File: src/design/rpc_parity_sum.sv
// Even-parity sum over the data inputs covered in the configured mode.
// Assumes bit k of the data bus carries data input k+1.
`timescale 1ns/1ps

module rpc_parity_sum #(
  parameter int DATA_W = 25
) (
  input  wire logic [DATA_W-1:0] data_i,
  input  wire logic              cfg_bit_zero_i,
  input  wire logic              cfg_bit_one_i,
  output logic                   sum_o
);

  logic [DATA_W-1:0] covered;

  // --------------------------------------------------------------------------
  // Per-input coverage
  // --------------------------------------------------------------------------
  for (genvar k = 0; k < DATA_W; k++) begin : g_cov
    localparam int N = k + 1;
    localparam bit IN_STD = (N == 2) || (N == 3) || (N == 5) || (N == 6) || (N >= 8);
    localparam bit IN_REGA = IN_STD && (N <= 14);
    localparam bit IN_REGB = (N <= 6) || ((N >= 8) && (N <= 10)) || (N == 12) || (N == 13);
    always_comb begin
      if (cfg_bit_zero_i && cfg_bit_one_i) begin
        covered[k] = data_i[k] & IN_REGB;
      end else if (cfg_bit_one_i) begin
        covered[k] = data_i[k] & IN_REGA;
      end else begin
        covered[k] = data_i[k] & IN_STD;
      end
    end
  end

  assign sum_o = ^covered;

endmodule : rpc_parity_sum

File: config.mk
export PLATFORM = sky130hd
export DESIGN_NAME = rpc_parity_sum
export DESIGN_NICKNAME = d
export VERILOG_FILES = /design/src/design/rpc_parity_sum.sv
export SDC_FILE = /design/constraint.sdc
export NUM_CORES = 1
export LEC_CHECK = 0
export ABC_AREA = 0
export BUFFER_PORTS_ARGS = -buffer_cell sky130_fd_sc_hd__buf_4
export CAP_MARGIN = 40
export CELL_PAD_IN_SITES_DETAIL_PLACEMENT = 1
export CELL_PAD_IN_SITES_GLOBAL_PLACEMENT = 2
export CORE_MARGIN = 4
export CORE_UTILIZATION = 15
export DETAILED_ROUTE_END_ITERATION = 8
export GPL_ROUTABILITY_DRIVEN = 0
export PLACE_DENSITY = 0.82
export SYNTH_ARGS = -nofsm -noshare
export SYNTH_HDL_FRONTEND = slang
export SYNTH_SLANG_ARGS = --single-unit
File: constraint.sdc
create_clock -name vclk -period 1.1
set_input_delay 0.055 -clock vclk [all_inputs]
set_output_delay 0.055 -clock vclk [all_outputs]
set_load 0.05 [all_outputs]
==> results.tsv <==
stage	metric	value	unit
run_status	status	complete, but fails checks	
run_status	violations	setup timing	
timing	tns	-0.370	ns
worst_setup_path	crit_end	sum_o	
final_layout	synthToLayoutAreaGrowth	111	%
timing	finalCritPeriodShare	134	%
synth	syn_inst	24	
final_layout	seq_cell_count	0	
final_layout	fillers	182	
routing	vias_per_cell	3.79	
timing	tightest_slew	0.237	ns
worst_setup_path	path_max_fanout	1	
timing	setup_viol	1	
clocking	cts_hold_buffers	0	
worst_setup_path	cp-end-kind	output pin	
final_layout	nets	81	
place	dp.final_hpwl	592	um
worst_setup_path	critPathRequiredTime	1.04	ns
synth	syn_area	241	um^2
floorplan	row_count	14	
routing	drt_iter0_markers	0	
final_layout	final_cells	68	
synth	avgSynthCellArea	10.1	um^2
worst_setup_path	crit_path_max_incr_delay	0.42	ns
floorplan	initial_utilization	16.0	%
global_routing	antenna_found_initial	0	
worst_setup_path	cpMaxStageDelayCell	xnor3_1	
place	dp.cells	68	
global_routing	grt_max_degree	5	
run	cap_violations	0	
hold_path	min_path_type	primary input to output pin	
timing	relSlewSlack	84.1	%
synth	yosysSeqAreaShare	0	%
floorplan	fp.dieW	48.1	um
power_and_ir_drop	p_leak	0.000249	uW
global_routing	grt_pass1_vias	255	
power_and_ir_drop	ir_worst_vdd	0.000672	V
global_routing	globalRouteTotalUtil	5.41	%
final_layout	drive_gt1_share	63.5	%
synth	ys_warn_count	0	
timing	fin_crit	1.47	ns
worst_setup_path	worstSetupPathType	primary input to output pin	
worst_setup_path	cp_num_buf_inv	2	
floorplan	die_area	2320	um^2
floorplan	core_area	1510	um^2
timing	slew_violations	0	
routing	drc	0	
worst_setup_path	cp_top_family	XOR/XNOR gates	
routing	drt-total-wl	644	um
worst_setup_path	setup.worst_path.start	data_i[2]	
worst_setup_path	arrival	1.41	ns
final_layout	mostFrequentLayoutCells	24 x buf_4, 9 x xnor2_1, 4 x xor2_1, 4 x xnor2_2, 4 x buf_6	
synth	synth_cell_type_count	9	
synth	syn_nets	51	
timing	fmax	680	MHz
final_layout	seq_area	0	um^2
worst_setup_path	cp_cell_sequence	buf_6 > xnor2_2 > xnor3_1 > xnor2_1 > xnor2_1 > xnor2_2 > buf_6	
timing	layout_setup_ws	-0.370	ns
routing	wl_per_cell	9.47	um
timing	final_hold_viol_count	0	
final_layout	final_common_cell	buf_4	
final_layout	multi_input_area	264	um^2
floorplan	die_y	48.1	um
final_layout	final_util	33.8	%
power_and_ir_drop	p_per_area	1060	nW/um^2
global_routing	grt_pass1_wl	945	um
timing	rsz0062_at_grt	true	
final_layout	antennaDiodeCount	0	
place	port_buffers	27	
routing	antenna_left	0	
worst_setup_path	cp.depth	7	
final_layout	clock_buffer_count	0	
routing	drt-pass1-iter-count	1	
global_routing	overflow	0	
floorplan	ios	28	
routing	vias	258	
worst_setup_path	crit_path_start_kind	primary input	
metal layers:
layer | vias to the layer above | part of all wire [%] | GRT usage, %
li1 | 133 | - | -
met4 | 0 | 0 | 0
met2 | 10 | 64 | 11.1
met5 | - | 0 | 0
met3 | 0 | 7.1 | 0
met1 | 115 | 29 | 6.61
tightest hold or removal path: cells and delay by family:
| kind | cells | cell delay [ns] |
|---|---|---|
| xor+xnor | 1 | 0.13 |
| buf+inv | 3 | 0.34 |
| simple gates | 1 | 0.05 |
through the flow:
| stage | setup slack, ns | total power [uW] | cell area (um^2) | hold slack (ns) |
|---|---|---|---|---|
| 6_report | -0.370 | 538 | 509 | 0.630 |
| 3_3_place_gp | -0.426 | 510 | 487 | 0.661 |
| 2_1_floorplan | -0.340 | 358 | 256 | 0.425 |
| 3_5_place_dp | -0.454 | 512 | 487 | 0.665 |
| 4_1_cts | -0.397 | 546 | 502 | 0.634 |
| 5_1_grt | -0.461 | 575 | 509 | 0.680 |
power breakdown:
part,internal [uW],leakage (uW),total (uW),switching (uW)
Combinational,288,0.000249,538,250
Clock,0,0,0,0
Sequential,0,0,0,0
Total,288,0.000249,538,250
cells in the mapped netlist:
master   instances  area share [%]
nand3_1          1             2.1
xnor3_1          2              19
o21ai_0          1             2.1
nand2_1          1             1.6
mux2i_4          1             9.3
xnor2_1         12              44
xnor2_2          1             6.7
nor2_1           1             1.6
xor2_1           4              15
worst min path at each step:
| stage | depth (start not counted) | endpoint | startpoint |
|---|---|---|---|
| floorplan | 2 | sum_o | cfg_bit_one_i |
| global placement | 5 | sum_o | cfg_bit_one_i |
| detailed placement | 5 | sum_o | cfg_bit_one_i |
| CTS | 5 | sum_o | cfg_bit_one_i |
| global route | 5 | sum_o | cfg_bit_one_i |
| finish | 5 | sum_o | cfg_bit_one_i |
logic make-up (layout without fill, tap and decap cells):
family / count (synthesis) / after routing / share of synthesized area, %
AO/OA/AOI/OAI: 1 / 1 / 2.07
XOR/XNOR: 19 / 19 / 83.4
multiplexers: 1 / 1 / 9.33
buffers and inverters: 0 / 28 / 0
AND/OR/NAND/NOR: 3 / 3 / 5.18
repair_timing:
item | in CTS | in global routing
resized for setup | 3 | 2
setup buffers | 0 | 0
setup endpoints to repair | 1 | 1
pin swaps | 5 | 5
cell type report:
cell class,count,area share (%)
multi-input cells,24,51.8
well taps,16,3.93
repair buffers,28,44.2
Power figures use the tool's default switching activity.
